File: src/verilog/tm16_regs.vh
// register map, field positions, encodings and reset values of the timer
`ifndef TM16_REGS_VH
`define TM16_REGS_VH

// register addresses on the 6-bit i/o space
`define TM16_ADDR_CTRL_A    6'h24
`define TM16_ADDR_CTRL_B    6'h23
`define TM16_ADDR_CTRL_C    6'h22
`define TM16_ADDR_CNT_L     6'h2C
`define TM16_ADDR_CNT_H     6'h2D
`define TM16_ADDR_CMPA_L    6'h28
`define TM16_ADDR_CMPA_H    6'h29
`define TM16_ADDR_CMPB_L    6'h2A
`define TM16_ADDR_CMPB_H    6'h2B
`define TM16_ADDR_CAP_L     6'h26
`define TM16_ADDR_CAP_H     6'h27

// control a fields
`define TM16_CA_ACT_A_HI    7
`define TM16_CA_ACT_A_LO    6
`define TM16_CA_ACT_B_HI    5
`define TM16_CA_ACT_B_LO    4
`define TM16_CA_MASK        8'hF3
// control b fields
`define TM16_CB_NOISE       7
`define TM16_CB_EDGE        6
`define TM16_CB_MASK        8'hDF
// control c strobes
`define TM16_CC_FORCE_A     7
`define TM16_CC_FORCE_B     6

// reset values
`define TM16_RST_BYTE       8'h00
`define TM16_RST_WORD       16'h0000

// fixed top values and the count limits
`define TM16_TOP_8BIT       16'h00FF
`define TM16_TOP_9BIT       16'h01FF
`define TM16_TOP_10BIT      16'h03FF
`define TM16_MAX            16'hFFFF
`define TM16_BOTTOM         16'h0000

// tick source select codes
`define TM16_CS_STOP        3'h0
`define TM16_CS_DIV1        3'h1
`define TM16_CS_DIV8        3'h2
`define TM16_CS_DIV64       3'h3
`define TM16_CS_DIV256      3'h4
`define TM16_CS_DIV1024     3'h5
`define TM16_CS_EXT_FALL    3'h6
`define TM16_CS_EXT_RISE    3'h7

// output action codes
`define TM16_ACT_OFF        2'h0
`define TM16_ACT_TOGGLE     2'h1
`define TM16_ACT_CLEAR      2'h2
`define TM16_ACT_SET        2'h3

`endif

File: src/verilog/tm16_timer.v
// 16-bit timer with two compare outputs and byte-wide register access
`timescale 1ns/1ps
// Operation
// - counter runs on i_clk; the timer tick is only a one-cycle enable
// - phase-and-frequency-correct modes load active compares at bottom
// - one shared high-byte shadow serves counter, compare and capture
// - low-byte write loads shadow high byte plus low byte together
// - counter or capture low-byte read copies that register's high byte into the shadow
// - compare register reads return high byte directly, shadow untouched
// - shadow holds its value between accesses for reuse
// - nonzero action takes over the pin; driven only if direction is out
// - non-pwm actions: off, toggle, clear, set on match
// - pwm action 01: off unless mode bit 3, then toggles channel a only
// - fast pwm: 10 clears on match sets at bottom, 11 inverse
// - fast pwm compare equal top with upper bit: only bottom action
// - dual-slope: 10 clears on up match, sets on down match; 11 inverse
// - 4-bit mode from two bits in control a and two in control b
// - mode 0000 counts to 0xFFFF, immediate compares, wrap at max
// - clear-on-match 0100 and 1100 take top from compare a or capture
// - phase correct fixed tops 0xFF, 0x1FF, 0x3FF or register tops
// - fast pwm fixed or register tops; compare update and wrap at top
// - modes 1000 and 1001 update compares and flag wrap at bottom
// - counter write blocks compare matches on the next tick
// - tick source: stop, divide 1/8/64/256/1024, pin fall or rise
// - capture input disabled while capture register is the top
`include "tm16_regs.vh"

module tm16_timer #(
  parameter DIV_W = 10
) (
  // clock and reset
  input  wire       i_clk,
  input  wire       i_rst,
  // host i/o bus
  input  wire [5:0] i_addr,
  input  wire       i_wr,
  input  wire       i_rd,
  input  wire [7:0] i_wdata,
  output wire [7:0] o_rdata,
  // pins and port logic
  input  wire       i_external_count_pin,
  input  wire       i_capture_input,
  input  wire       i_dir_a,
  input  wire       i_dir_b,
  output wire       o_wave_out_a,
  output wire       o_wave_out_b,
  output wire       o_override_a,
  output wire       o_override_b,
  output wire       o_drive_a_n,
  output wire       o_drive_b_n,
  // event pulses
  output wire       o_wrap_flag,
  output wire       o_compare_match_flag_a,
  output wire       o_compare_match_flag_b,
  output wire       o_capture_flag
);

  reg  [7:0]       ctrl_a_r;
  reg  [7:0]       ctrl_b_r;
  reg  [7:0]       shadow_r;
  reg  [7:0]       rdata_r;
  reg  [15:0]      cnt_r;
  reg  [15:0]      cmpa_buf_r;
  reg  [15:0]      cmpb_buf_r;
  reg  [15:0]      cmpa_r;
  reg  [15:0]      cmpb_r;
  reg  [15:0]      cap_r;
  reg              dir_down_r;
  reg              blk_r;
  reg  [DIV_W-1:0] div_r;
  reg              ext_s1_r;
  reg              ext_s2_r;
  reg              ext_d_r;
  reg              cap_s1_r;
  reg              cap_s2_r;
  reg  [3:0]       cap_hist_r;
  reg              cap_filt_r;
  reg              cap_d_r;
  reg              wrap_r;
  reg              cap_flag_r;
  reg  [1:0]       match_r;
  reg              tick;
  reg  [15:0]      top;
  reg  [15:0]      cnt_nxt;
  reg              dir_down_nxt;

  ////////////////////////////////////////////////////////////////////////
  // mode decode

  // mode assembled from both control registers
  wire [3:0] wgm = {ctrl_b_r[4:3], ctrl_a_r[1:0]};
  wire [2:0] cs  = ctrl_b_r[2:0];
  wire is_fast = (wgm == 4'h5) || (wgm == 4'h6) || (wgm == 4'h7) ||
                 (wgm == 4'hE) || (wgm == 4'hF);
  wire is_pc   = (wgm == 4'h1) || (wgm == 4'h2) || (wgm == 4'h3) ||
                 (wgm == 4'hA) || (wgm == 4'hB);
  wire is_pfc  = (wgm == 4'h8) || (wgm == 4'h9);
  wire is_pwm  = is_fast | is_pc | is_pfc;
  wire is_dual = is_pc | is_pfc;
  // capture register serves as top in modes 8, 10, 12 and 14
  wire cap_is_top = wgm[3] & ~wgm[0];

  // top value selected by the mode
  always @* begin
    case (wgm)
      4'h1, 4'h5: top = `TM16_TOP_8BIT;
      4'h2, 4'h6: top = `TM16_TOP_9BIT;
      4'h3, 4'h7: top = `TM16_TOP_10BIT;
      4'h4, 4'h9, 4'hB, 4'hF: top = cmpa_r;
      4'h8, 4'hA, 4'hC, 4'hE: top = cap_r;
      default: top = `TM16_MAX;
    endcase
  end

  ////////////////////////////////////////////////////////////////////////
  // tick generation

  // synchronise the count pin, then remember the last settled level
  always @(posedge i_clk) begin
    if (i_rst) begin
      ext_s1_r <= 1'b0;
      ext_s2_r <= 1'b0;
      ext_d_r  <= 1'b0;
      div_r    <= {DIV_W{1'b0}};
    end else begin
      ext_s1_r <= i_external_count_pin;
      ext_s2_r <= ext_s1_r;
      ext_d_r  <= ext_s2_r;
      div_r    <= div_r + 1'b1;
    end
  end

  // one-cycle enable from the selected source
  always @* begin
    case (cs)
      `TM16_CS_DIV1:     tick = 1'b1;
      `TM16_CS_DIV8:     tick = &div_r[2:0];
      `TM16_CS_DIV64:    tick = &div_r[5:0];
      `TM16_CS_DIV256:   tick = &div_r[7:0];
      `TM16_CS_DIV1024:  tick = &div_r[9:0];
      `TM16_CS_EXT_FALL: tick = ext_d_r & ~ext_s2_r;
      `TM16_CS_EXT_RISE: tick = ~ext_d_r & ext_s2_r;
      default:           tick = 1'b0;
    endcase
  end

  ////////////////////////////////////////////////////////////////////////
  // counting sequence

  wire at_top    = (cnt_r == top);
  wire at_bottom = (cnt_r == `TM16_BOTTOM) & dir_down_r;

  // next count and direction, advanced only on a tick
  always @* begin
    cnt_nxt      = cnt_r;
    dir_down_nxt = dir_down_r;
    if (tick) begin
      if (!is_dual) begin
        cnt_nxt      = at_top ? `TM16_BOTTOM : cnt_r + 16'h0001;
        dir_down_nxt = 1'b0;
      end else if (!dir_down_r) begin
        cnt_nxt      = at_top ? cnt_r - 16'h0001 : cnt_r + 16'h0001;
        dir_down_nxt = at_top;
      end else begin
        cnt_nxt      = at_bottom ? cnt_r + 16'h0001 : cnt_r - 16'h0001;
        dir_down_nxt = ~at_bottom;
      end
    end
  end

  // wrap flag position depends on the mode family
  wire wrap_evt = tick & (is_fast ? at_top :
                          is_dual ? at_bottom :
                          (cnt_r == `TM16_MAX));
  // double-buffered compare load moments
  wire upd_top = tick & at_top & (is_fast | is_pc);
  wire upd_bot = tick & at_bottom & is_pfc;

  ////////////////////////////////////////////////////////////////////////
  // host access decode

  wire wr_cnt_l  = i_wr & (i_addr == `TM16_ADDR_CNT_L);
  wire wr_cmpa_l = i_wr & (i_addr == `TM16_ADDR_CMPA_L);
  wire wr_cmpb_l = i_wr & (i_addr == `TM16_ADDR_CMPB_L);
  wire wr_cap_l  = i_wr & (i_addr == `TM16_ADDR_CAP_L);
  wire wr_hi     = i_wr & ((i_addr == `TM16_ADDR_CNT_H) |
                           (i_addr == `TM16_ADDR_CMPA_H) |
                           (i_addr == `TM16_ADDR_CMPB_H) |
                           (i_addr == `TM16_ADDR_CAP_H));
  wire wr_ctrl_c = i_wr & (i_addr == `TM16_ADDR_CTRL_C);
  wire [1:0] force_v = {wr_ctrl_c & i_wdata[`TM16_CC_FORCE_B],
                        wr_ctrl_c & i_wdata[`TM16_CC_FORCE_A]} &
                       {2{~is_pwm}};

  // control registers, shadow byte and read data
  always @(posedge i_clk) begin
    if (i_rst) begin
      ctrl_a_r <= `TM16_RST_BYTE;
      ctrl_b_r <= `TM16_RST_BYTE;
      shadow_r <= `TM16_RST_BYTE;
      rdata_r  <= `TM16_RST_BYTE;
    end else begin
      if (i_wr && i_addr == `TM16_ADDR_CTRL_A)
        ctrl_a_r <= i_wdata & `TM16_CA_MASK;
      if (i_wr && i_addr == `TM16_ADDR_CTRL_B)
        ctrl_b_r <= i_wdata & `TM16_CB_MASK;
      // shadow keeps its byte until the next high write or counter or capture low read
      if (wr_hi)
        shadow_r <= i_wdata;
      if (i_rd) begin
        case (i_addr)
          `TM16_ADDR_CTRL_A: rdata_r <= ctrl_a_r;
          `TM16_ADDR_CTRL_B: rdata_r <= ctrl_b_r;
          `TM16_ADDR_CNT_L: begin
            rdata_r  <= cnt_r[7:0];
            shadow_r <= cnt_r[15:8];
          end
          `TM16_ADDR_CNT_H:  rdata_r <= shadow_r;
          `TM16_ADDR_CAP_L: begin
            rdata_r  <= cap_r[7:0];
            shadow_r <= cap_r[15:8];
          end
          `TM16_ADDR_CAP_H:  rdata_r <= shadow_r;
          `TM16_ADDR_CMPA_L: rdata_r <= cmpa_buf_r[7:0];
          `TM16_ADDR_CMPA_H: rdata_r <= cmpa_buf_r[15:8];
          `TM16_ADDR_CMPB_L: rdata_r <= cmpb_buf_r[7:0];
          `TM16_ADDR_CMPB_H: rdata_r <= cmpb_buf_r[15:8];
          default:           rdata_r <= `TM16_RST_BYTE;
        endcase
      end
    end
  end

  ////////////////////////////////////////////////////////////////////////
  // counter, compare and capture registers

  // host low write beats the tick in the same cycle
  always @(posedge i_clk) begin
    if (i_rst) begin
      cnt_r      <= `TM16_RST_WORD;
      dir_down_r <= 1'b0;
      blk_r      <= 1'b0;
    end else if (wr_cnt_l) begin
      cnt_r      <= {shadow_r, i_wdata};
      blk_r      <= 1'b1;
    end else begin
      cnt_r      <= cnt_nxt;
      dir_down_r <= dir_down_nxt;
      if (tick)
        blk_r <= 1'b0;
    end
  end

  // buffered compares follow host writes; active copies per mode
  always @(posedge i_clk) begin
    if (i_rst) begin
      cmpa_buf_r <= `TM16_RST_WORD;
      cmpb_buf_r <= `TM16_RST_WORD;
      cmpa_r     <= `TM16_RST_WORD;
      cmpb_r     <= `TM16_RST_WORD;
    end else begin
      if (wr_cmpa_l)
        cmpa_buf_r <= {shadow_r, i_wdata};
      if (wr_cmpb_l)
        cmpb_buf_r <= {shadow_r, i_wdata};
      if (!is_pwm || upd_top || upd_bot) begin
        cmpa_r <= cmpa_buf_r;
        cmpb_r <= cmpb_buf_r;
      end
    end
  end

  // capture input: two-stage sync, optional four-sample filter
  always @(posedge i_clk) begin
    if (i_rst) begin
      cap_s1_r   <= 1'b0;
      cap_s2_r   <= 1'b0;
      cap_hist_r <= 4'h0;
      cap_filt_r <= 1'b0;
      cap_d_r    <= 1'b0;
    end else begin
      cap_s1_r   <= i_capture_input;
      cap_s2_r   <= cap_s1_r;
      cap_hist_r <= {cap_hist_r[2:0], cap_s2_r};
      if (!ctrl_b_r[`TM16_CB_NOISE])
        cap_filt_r <= cap_s2_r;
      else if (&cap_hist_r || ~|cap_hist_r)
        cap_filt_r <= cap_hist_r[3];
      cap_d_r    <= cap_filt_r;
    end
  end

  wire cap_edge = ctrl_b_r[`TM16_CB_EDGE] ? (cap_filt_r & ~cap_d_r) :
                                            (~cap_filt_r & cap_d_r);
  wire cap_evt  = cap_edge & ~cap_is_top;

  // capture register: host write wins over a capture event
  always @(posedge i_clk) begin
    if (i_rst)
      cap_r <= `TM16_RST_WORD;
    else if (wr_cap_l)
      cap_r <= {shadow_r, i_wdata};
    else if (cap_evt)
      cap_r <= cnt_r;
  end

  ////////////////////////////////////////////////////////////////////////
  // compare channels

  wire [3:0]  act_all = {ctrl_a_r[`TM16_CA_ACT_B_HI:`TM16_CA_ACT_B_LO],
                         ctrl_a_r[`TM16_CA_ACT_A_HI:`TM16_CA_ACT_A_LO]};
  wire [31:0] cmp_all = {cmpb_r, cmpa_r};
  wire [1:0]  dir_all = {i_dir_b, i_dir_a};
  wire [1:0]  wave_v;
  wire [1:0]  ovr_v;
  wire [1:0]  drv_n_v;
  wire [1:0]  hit_v;

  genvar g;
  generate
    for (g = 0; g < 2; g = g + 1) begin : g_ch
      wire [1:0]  act = act_all[2*g+1:2*g];
      wire [15:0] cmp = cmp_all[16*g+15:16*g];
      // a counter write removes the match of the following tick
      wire hit    = tick & (cnt_r == cmp) & ~blk_r;
      wire tog_ok = (g == 0) & wgm[3];
      wire conn   = (act != `TM16_ACT_OFF) &
                    ~(is_pwm & (act == `TM16_ACT_TOGGLE) & ~tog_ok);
      reg  oc_r;
      reg  ovr_r;
      reg  drv_n_r;
      reg  oc_nxt;

      // output latch next value per mode family
      always @* begin
        oc_nxt = oc_r;
        if (!is_pwm) begin
          if (hit || force_v[g]) begin
            case (act)
              `TM16_ACT_TOGGLE: oc_nxt = ~oc_r;
              `TM16_ACT_CLEAR:  oc_nxt = 1'b0;
              `TM16_ACT_SET:    oc_nxt = 1'b1;
              default:          oc_nxt = oc_r;
            endcase
          end
        end else if (act == `TM16_ACT_TOGGLE) begin
          if (tog_ok && hit)
            oc_nxt = ~oc_r;
        end else if (act == `TM16_ACT_OFF) begin
          oc_nxt = oc_r;
        end else if (is_fast) begin
          // bottom action outranks a match sitting on top
          if (tick && at_top)
            oc_nxt = ~act[0];
          else if (hit)
            oc_nxt = act[0];
        end else if (hit) begin
          oc_nxt = act[0] ^ dir_down_r;
        end
      end

      // latch and pin takeover
      always @(posedge i_clk) begin
        if (i_rst) begin
          oc_r    <= 1'b0;
          ovr_r   <= 1'b0;
          drv_n_r <= 1'b1;
        end else begin
          oc_r    <= oc_nxt;
          ovr_r   <= conn;
          drv_n_r <= ~(conn & dir_all[g]);
        end
      end

      assign wave_v[g]  = oc_r;
      assign ovr_v[g]   = ovr_r;
      assign drv_n_v[g] = drv_n_r;
      assign hit_v[g]   = hit;
    end
  endgenerate

  ////////////////////////////////////////////////////////////////////////
  // event pulses

  // one-cycle pulses, one clock after the causing tick or edge
  always @(posedge i_clk) begin
    if (i_rst) begin
      wrap_r     <= 1'b0;
      cap_flag_r <= 1'b0;
      match_r    <= 2'b00;
    end else begin
      wrap_r     <= wrap_evt;
      cap_flag_r <= cap_evt;
      match_r    <= hit_v;
    end
  end

  assign o_rdata                = rdata_r;
  assign o_wave_out_a           = wave_v[0];
  assign o_wave_out_b           = wave_v[1];
  assign o_override_a           = ovr_v[0];
  assign o_override_b           = ovr_v[1];
  assign o_drive_a_n            = drv_n_v[0];
  assign o_drive_b_n            = drv_n_v[1];
  assign o_wrap_flag            = wrap_r;
  assign o_compare_match_flag_a = match_r[0];
  assign o_compare_match_flag_b = match_r[1];
  assign o_capture_flag         = cap_flag_r;

endmodule

File: config.mk
export PLATFORM = sky130hd
export DESIGN_NAME = tm16_timer
export DESIGN_NICKNAME = d
export VERILOG_FILES = /design/src/verilog/tm16_timer.v
export VERILOG_INCLUDE_DIRS = /design/src /design/src/verilog
export SDC_FILE = /design/constraint.sdc
export NUM_CORES = 1
export LEC_CHECK = 0
export BUFFER_PORTS_ARGS = -buffer_cell sky130_fd_sc_hd__buf_2
export CORE_UTILIZATION = 35
export CTS_BUF_LIST = sky130_fd_sc_hd__clkbuf_2
export DETAILED_ROUTE_END_ITERATION = 10
export GPL_ROUTABILITY_DRIVEN = 0
export PLACE_DENSITY = 0.51
export SETUP_SLACK_MARGIN = 0.4
export SYNTH_ARGS = -nofsm -noshare
export SYNTH_HDL_FRONTEND = slang
export SYNTH_SLANG_ARGS = --single-unit
export TNS_END_PERCENT = 50
File: constraint.sdc
create_clock -name i_clk -period 9.09 [get_ports i_clk]
set_clock_uncertainty 0.2 [all_clocks]
set_input_delay 1.3635 -clock i_clk [delete_from_list [all_inputs] [get_ports i_clk]]
set_output_delay 1.3635 -clock i_clk [all_outputs]
set_load 0.005 [all_outputs]
==> metrics.txt, run 1 <==
synth warn 0; fmax 214 MHz; Post-CTS Resized 0; Setup crit start ctrl_b_r[4]$_SDFFE_PP0P_; Slew Limit Fails 0; Area contributors post-synth dfxtp_1 (35%), mux2i_1 (8.4%), nor2_1 (5.9%); RSZ-0062 raised after global routing no; Die Area 26300 um2; Tmin final 4.67 ns; grt ovf 0; placement row count 58; Final ANT Viol Nets 0; Yosys cell types 78; Syn Area/Cell 7.95 um2; hold-fix buffers at CTS 0; number of global-route vias before repair 7841; layout cell share with drive strength beyond 1 0.0998; hold path start cap_hist_r[1]$_SDFF_PP0_; final setup TNS 0 ns; Die W 162 um; Initial Utilization 0.356; core region area 25200 um2; Worst Path Buf+Inv 0; initial antenna violation count 1; max incr delay on CP 0.94 ns; H-tree depth 4; Worst Setup Start Kind flop; Worst EP required 9.55 ns; endpoints failing setup 0; worst hold slack 0.211 ns; DRC 0; Wirelength per Cell 22.1 um; top cell type's share of synthesized area 0.353; Layout Nets 1151; Synth Net Count 1160; Area growth syn-to-layout 6.92%; Detail Placement HPWL 22.7 mm; maximum vdd ir drop 74.5 uV; CTS tree yes; Setup Buffers After CTS 0; slowest CP cell a21o_2; Syn Std Cell Area 8970 um2; post-synthesis instance total 1128; global-route wire length before repair 49.0 mm; vias per cell 5.83; Port Buffers 39; detailed-route via count 8535; DRT iter0 DRCs 955; crit-path max FO 32; dpl cells 1430; top cell type by total area after synthesis dfxtp_1; Final Hold Fails 0; IO Count 40; Die Y 162 um; Synth Flop Type dfxtp_1; first-pass detailed-route iteration total 5; critical path arrival 5.13 ns; CTS Sinks 158; worst r2r src ctrl_b_r[4]$_SDFFE_PP0P_; Post-synth EDFFs 0; Seq/Total Area, Yosys 0.353; top cell family by delay on the critical path simple AND/OR/NAND/NOR gates; CTS clk-pin slew, worst paths 0.28 ns; largest net degree at the start of global routing 67; Root Driver clkbuf_2; clk buf depth 2; max-cap viol count 0; CP Cell Sequence or3_2 -> nand2_2 -> a2111oi_1 -> xnor2_1 -> nor4b_4 -> and4_1 -> a21o_2 -> mux2i_1 -> nor2_1; total track usage 0.249; Hold/Removal Path Class reg -> reg; power per cell area 126 nW/um2; leakage power 3.51 nW; Slew @ Worst Pin 1.12 ns; Async S/R FF share, synth 0; Post-Route WL 32.4 mm; synthesized flop and latch total 158; Worst-Skew Late Latency 0.79 ns; final critical-path share of the clock period 0.514; Post-Layout Cell Count 1463; CP Class reg -> reg; Slew HR 0.245; status completed; cts bufs inserted 17; Total Power 0.00121 W; Worst setup EP type flop
## logic make-up after synthesis
family	after synthesis	synth area share
muxes	79	0.0891
adders and majority gates	10	0.0140
AOI/OAI and AO/OA	263	0.197
and+or+nand+nor	453	0.241
buffers and inverters	107	0.0502
xor gates and xnor gates	58	0.0566
DFF	158	0.353
## layout by cell type, fill, tap and decap left out, drive strengths merged, types with 10 or more instances in the layout
cell | netlist | routed
dfxtp | 158 | 158
nor2 | 143 | 143
nand2 | 139 | 139
a21oi | 80 | 80
mux2i | 75 | 75
buf | 23 | 54
xnor2 | 50 | 50
o21ai | 44 | 44
nand3 | 40 | 40
inv | 24 | 31
nor3 | 27 | 27
a211oi | 22 | 22
nor2b | 19 | 19
nand4 | 18 | 18
clkbuf | 59 | 17
nand2b | 16 | 16
and3 | 12 | 12
a22o | 10 | 10
a22oi | 10 | 10
o221ai | 10 | 10
ha | 10 | 10
nor4 | 10 | 10
## layer usage
metal | routed length, um | GRT usage | vias up
met5 | 0 | 0 | -
met4 | 1190 | 0.104 | 0
met3 | 2500 | 0.0521 | 74
met2 | 14100 | 0.378 | 344
met1 | 14600 | 0.342 | 4083
li1 | - | - | 4034
## synth_stat cells, types with 6 or more instances
| library cell | instances |
|---|---|
| o211ai_1 | 7 |
| dfxtp_1 | 158 |
| inv_1 | 24 |
| ha_1 | 10 |
| o22ai_1 | 7 |
| a22o_1 | 10 |
| xnor2_1 | 50 |
| nand2b_1 | 16 |
| a211oi_1 | 22 |
| nand3_1 | 40 |
| o221ai_1 | 10 |
| nand4_1 | 18 |
| nor4_1 | 8 |
| o21ai_0 | 42 |
| mux2i_1 | 75 |
| and3_1 | 12 |
| clkbuf_1 | 58 |
| a21oi_1 | 80 |
| a31oi_1 | 8 |
| a22oi_1 | 10 |
| or3_1 | 6 |
| a221oi_1 | 9 |
| nor2b_1 | 19 |
| nand2_1 | 138 |
| a311oi_1 | 9 |
| nor3_1 | 24 |
| nor2_1 | 141 |
| xor2_1 | 8 |
| buf_2 | 8 |
| o31ai_1 | 7 |
| buf_1 | 9 |
## stage by stage
step | worst slack, ns | utilization | area [um2]
3_5_place_dp | 4.48 | 0.371 | 9350
3_3_place_gp | 4.54 | 0.371 | 9350
4_1_cts | 4.44 | 0.381 | 9590
5_1_grt | 4.07 | 0.381 | 9590
6_report | 4.42 | 0.381 | 9590
2_1_floorplan | 5.43 | - | 8970
## flip-flops by register name, summed over array words and instances (netlist names), 2 cells and up
name	flops
cmpa_r	16
cap_r	16
cnt_r	16
cmpb_r	16
match_r	2
cmpa_buf_r	16
o_rdata	8
div_r	10
ctrl_b_r	7
cap_hist_r	4
cmpb_buf_r	16
shadow_r	8
ctrl_a_r	6
## power by group
group	total [W]	internal, W	switching (W)
registers	0.000710	0.000701	0.00000909
logic	0.0000863	0.0000266	0.0000596
clock network	0.000410	0.000109	0.000300
total	0.00121	0.000837	0.000369
## final timing paths
kind                         endpoint  slack [ns]  cells past startpoint
max            cmpb_r[0]$_SDFFE_PP0P_        4.42                      9
min          cap_hist_r[2]$_SDFF_PP0_        0.21                      1
max reg2reg    cmpb_r[0]$_SDFFE_PP0P_        4.42                      9
min reg2reg  cap_hist_r[2]$_SDFF_PP0_        0.21                      1
## final cells by class
type | count | area (um2)
fill | 2671 | 15600
inverter | 25 | 93.8
sequential | 158 | 3160
multi-input combinational | 863 | 5370
antenna | 1 | 2.50
clock buffer | 17 | 85.1
timing repair buffer | 54 | 310
tap | 330 | 413
clock inverter | 15 | 154
(Power assumes the default switching activity.)
==> inputs of run 2 (changes only) <==
- PLACE_DENSITY: 0.51 -> 0.53
- clock period: 9.09 -> 4.2 ns (I/O delays scaled with it)
==> metrics.txt, run 2 (same netlist as run 1, synthesis figures left out) <==
status completed; global-route wire length before repair 48.9 mm (-0.26%); Final Hold Fails 0 (unchanged); Wirelength per Cell 21.5 um (-2.7%); Die W 162 um (unchanged); Port Buffers 39 (unchanged); Layout Nets 1177 (+2.3%); CTS Sinks 158 (unchanged); Slew @ Worst Pin 1.08 ns (-0.0462 ns); leakage power 3.63 nW (+3.3%); detailed-route via count 8676 (+1.7%); maximum vdd ir drop 150 uV (+100%); Worst-Skew Late Latency 0.79 ns (about the same); Hold/Removal Path Class in -> reg; routing usage on met2 0.375 (-0.00293); max-cap viol count 0 (unchanged); layout cell share with drive strength beyond 1 0.113 (+0.0133); H-tree depth 4 (unchanged); grt ovf 0 (unchanged); max incr delay on CP 0.55 ns (-0.39 ns); Final ANT Viol Nets 0 (unchanged); CTS clk-pin slew, worst paths 0.25 ns (-0.03 ns); Post-Route Utilization 0.390 (+0.00919); endpoints failing setup 0 (unchanged); Area growth syn-to-layout 9.50%; vias per cell 5.83 (-0.12%); GR Util met1 0.353 (+0.0111); global route hottest layer met2; Post-Route WL 32.1 mm (-0.99%); Die Y 162 um (unchanged); Die Area 26300 um2 (unchanged); power per cell area 257 nW/um2 (+100%); Worst Setup Start Kind flop; DRT iter0 DRCs 897 (-6.1%); Worst Path Buf+Inv 2 (+2); CTS tree yes; critical path arrival 4.09 ns (-1.04 ns); Initial Utilization 0.356 (unchanged); CP Cell Sequence inv_1 -> ha_1 -> or4b_4 -> nor3_1 -> nand4_1 -> o41ai_1 -> a21o_2 -> buf_12 -> mux2i_1 -> nor2_1; Setup Buffers After CTS 0 (unchanged); Slew Limit Fails 0 (unchanged); Worst EP required 4.65 ns (-4.90 ns); leading cell type in the layout, fill and taps excluded dfxtp_1; placement row count 58 (unchanged); Worst setup EP type flop; Reg area 3170 um2 (+0.12%); first-pass detailed-route iteration total 5 (unchanged); Root Driver clkbuf_2; number of global-route vias before repair 7803 (-0.48%); Slew HR 0.277 (+0.0311); R2R depth 10 (+1); commonest non-fill, non-tap cells in the layout dfxtp_1 (155), nor2_1 (140), nand2_1 (138), a21oi_1 (80), mux2i_1 (75); core region area 25200 um2 (unchanged); CP Class reg -> reg; Tmin final 3.65 ns (-1.03 ns); total track usage 0.247 (-0.00232); Detail Placement HPWL 22.7 mm (-0.27%); initial antenna violation count 2 (+1); cts bufs inserted 17 (unchanged); final critical-path share of the clock period 0.868 (+0.354); Multi-input gate area 5390 um2 (+0.33%); RSZ-0062 raised after global routing yes; final setup TNS 0 ns (unchanged); cell depth of the worst setup path 10 (+1); fillers 2636 (-1.3%); slowest CP cell dfxtp_1; top cell family by delay on the critical path simple AND/OR/NAND/NOR gates; DRC 0 (unchanged); GR Layer Usage met3 0.0442 (-0.00792); crit-path max FO 27 (-16%); clk buf depth 2 (unchanged); fmax 274 MHz (+28%); IO Count 40 (unchanged); WHS Path Cells 3 (+2); largest net degree at the start of global routing 81 (+21%)
## run 2: worst paths after layout
check / endpoint / from / slack (ns)
worst max register to register: cmpb_r[1]$_SDFFE_PP0P_ / cnt_r[1]$_SDFFE_PP0P_ / 0.55
worst min register to register: cap_s2_r$_SDFF_PP0_ / cap_s1_r$_SDFF_PP0_ / 0.27
worst max-delay path: cmpb_r[1]$_SDFFE_PP0P_ / cnt_r[1]$_SDFFE_PP0P_ / 0.55
worst min-delay path: cmpb_buf_r[7]$_SDFFE_PP0P_ / i_wdata[7] / 0.08
## run 2: timing repair
| item | in CTS | in global routing |
|---|---|---|
| gates resized for setup | 1 | 4 |
| gates cloned | 0 | 0 |
| hold buffers | 12 | 0 |
| setup endpoints to repair | 1 | 40 |
| hold endpoints to repair | 22 | 0 |
## run 2: cell type report
| cell class | instances | share of cell area |
|---|---|---|
| inverters | 25 | 0.00956 |
| multi-input cells | 863 | 0.548 |
| diodes | 1 | 0.000255 |
| clock buffers | 18 | 0.00917 |
| clock inverters | 14 | 0.0111 |
| repair buffers | 80 | 0.0571 |
| well taps | 330 | 0.0420 |
| flip-flops and latches | 158 | 0.322 |
## run 2: where the power goes
part / internal [W] / leakage [nW] / switching [W] / total (W)
logic: 0.0000686 / 2.23 / 0.000129 / 0.000198
registers: 0.00152 / 1.28 / 0.0000198 / 0.00154
clock network: 0.000169 / 0.122 / 0.000620 / 0.000789
total: 0.00175 / 3.63 / 0.000769 / 0.00252
## run 2: metal layers
| layer | wire length (um) | up-vias |
|---|---|---|
| li1 | - | 4073 |
| met1 | 14600 | 4172 |
| met2 | 14100 | 388 |
| met3 | 2670 | 43 |
| met4 | 661 | 0 |
| met5 | 0 | - |
## run 2: per-stage QoR
stage,cell area [um2],power (W),hold slack (ns),instances,setup slack [ns]
after CTS,9800,0.00254,0.0163,1488,0.432
after detailed placement,9480,0.00175,0.229,1444,0.460
final,9820,0.00252,0.0774,1489,0.553
after floorplan,8970,0.00167,0.214,1128,0.821
after global routing,9820,0.00261,0.00989,1489,0.370
after global placement,9480,0.00175,0.222,1444,0.618
## run 2: worst reg2reg max path: stages (launching register included)
cell and delay [ns]:
dfxtp_1 0.55, inv_1 0.16, ha_1 0.29, or4b_4 0.53, nor3_1 0.16, nand4_1 0.40, o41ai_1 0.39, a21o_2 0.30
buf_12 0.27, mux2i_1 0.23, nor2_1 0.06
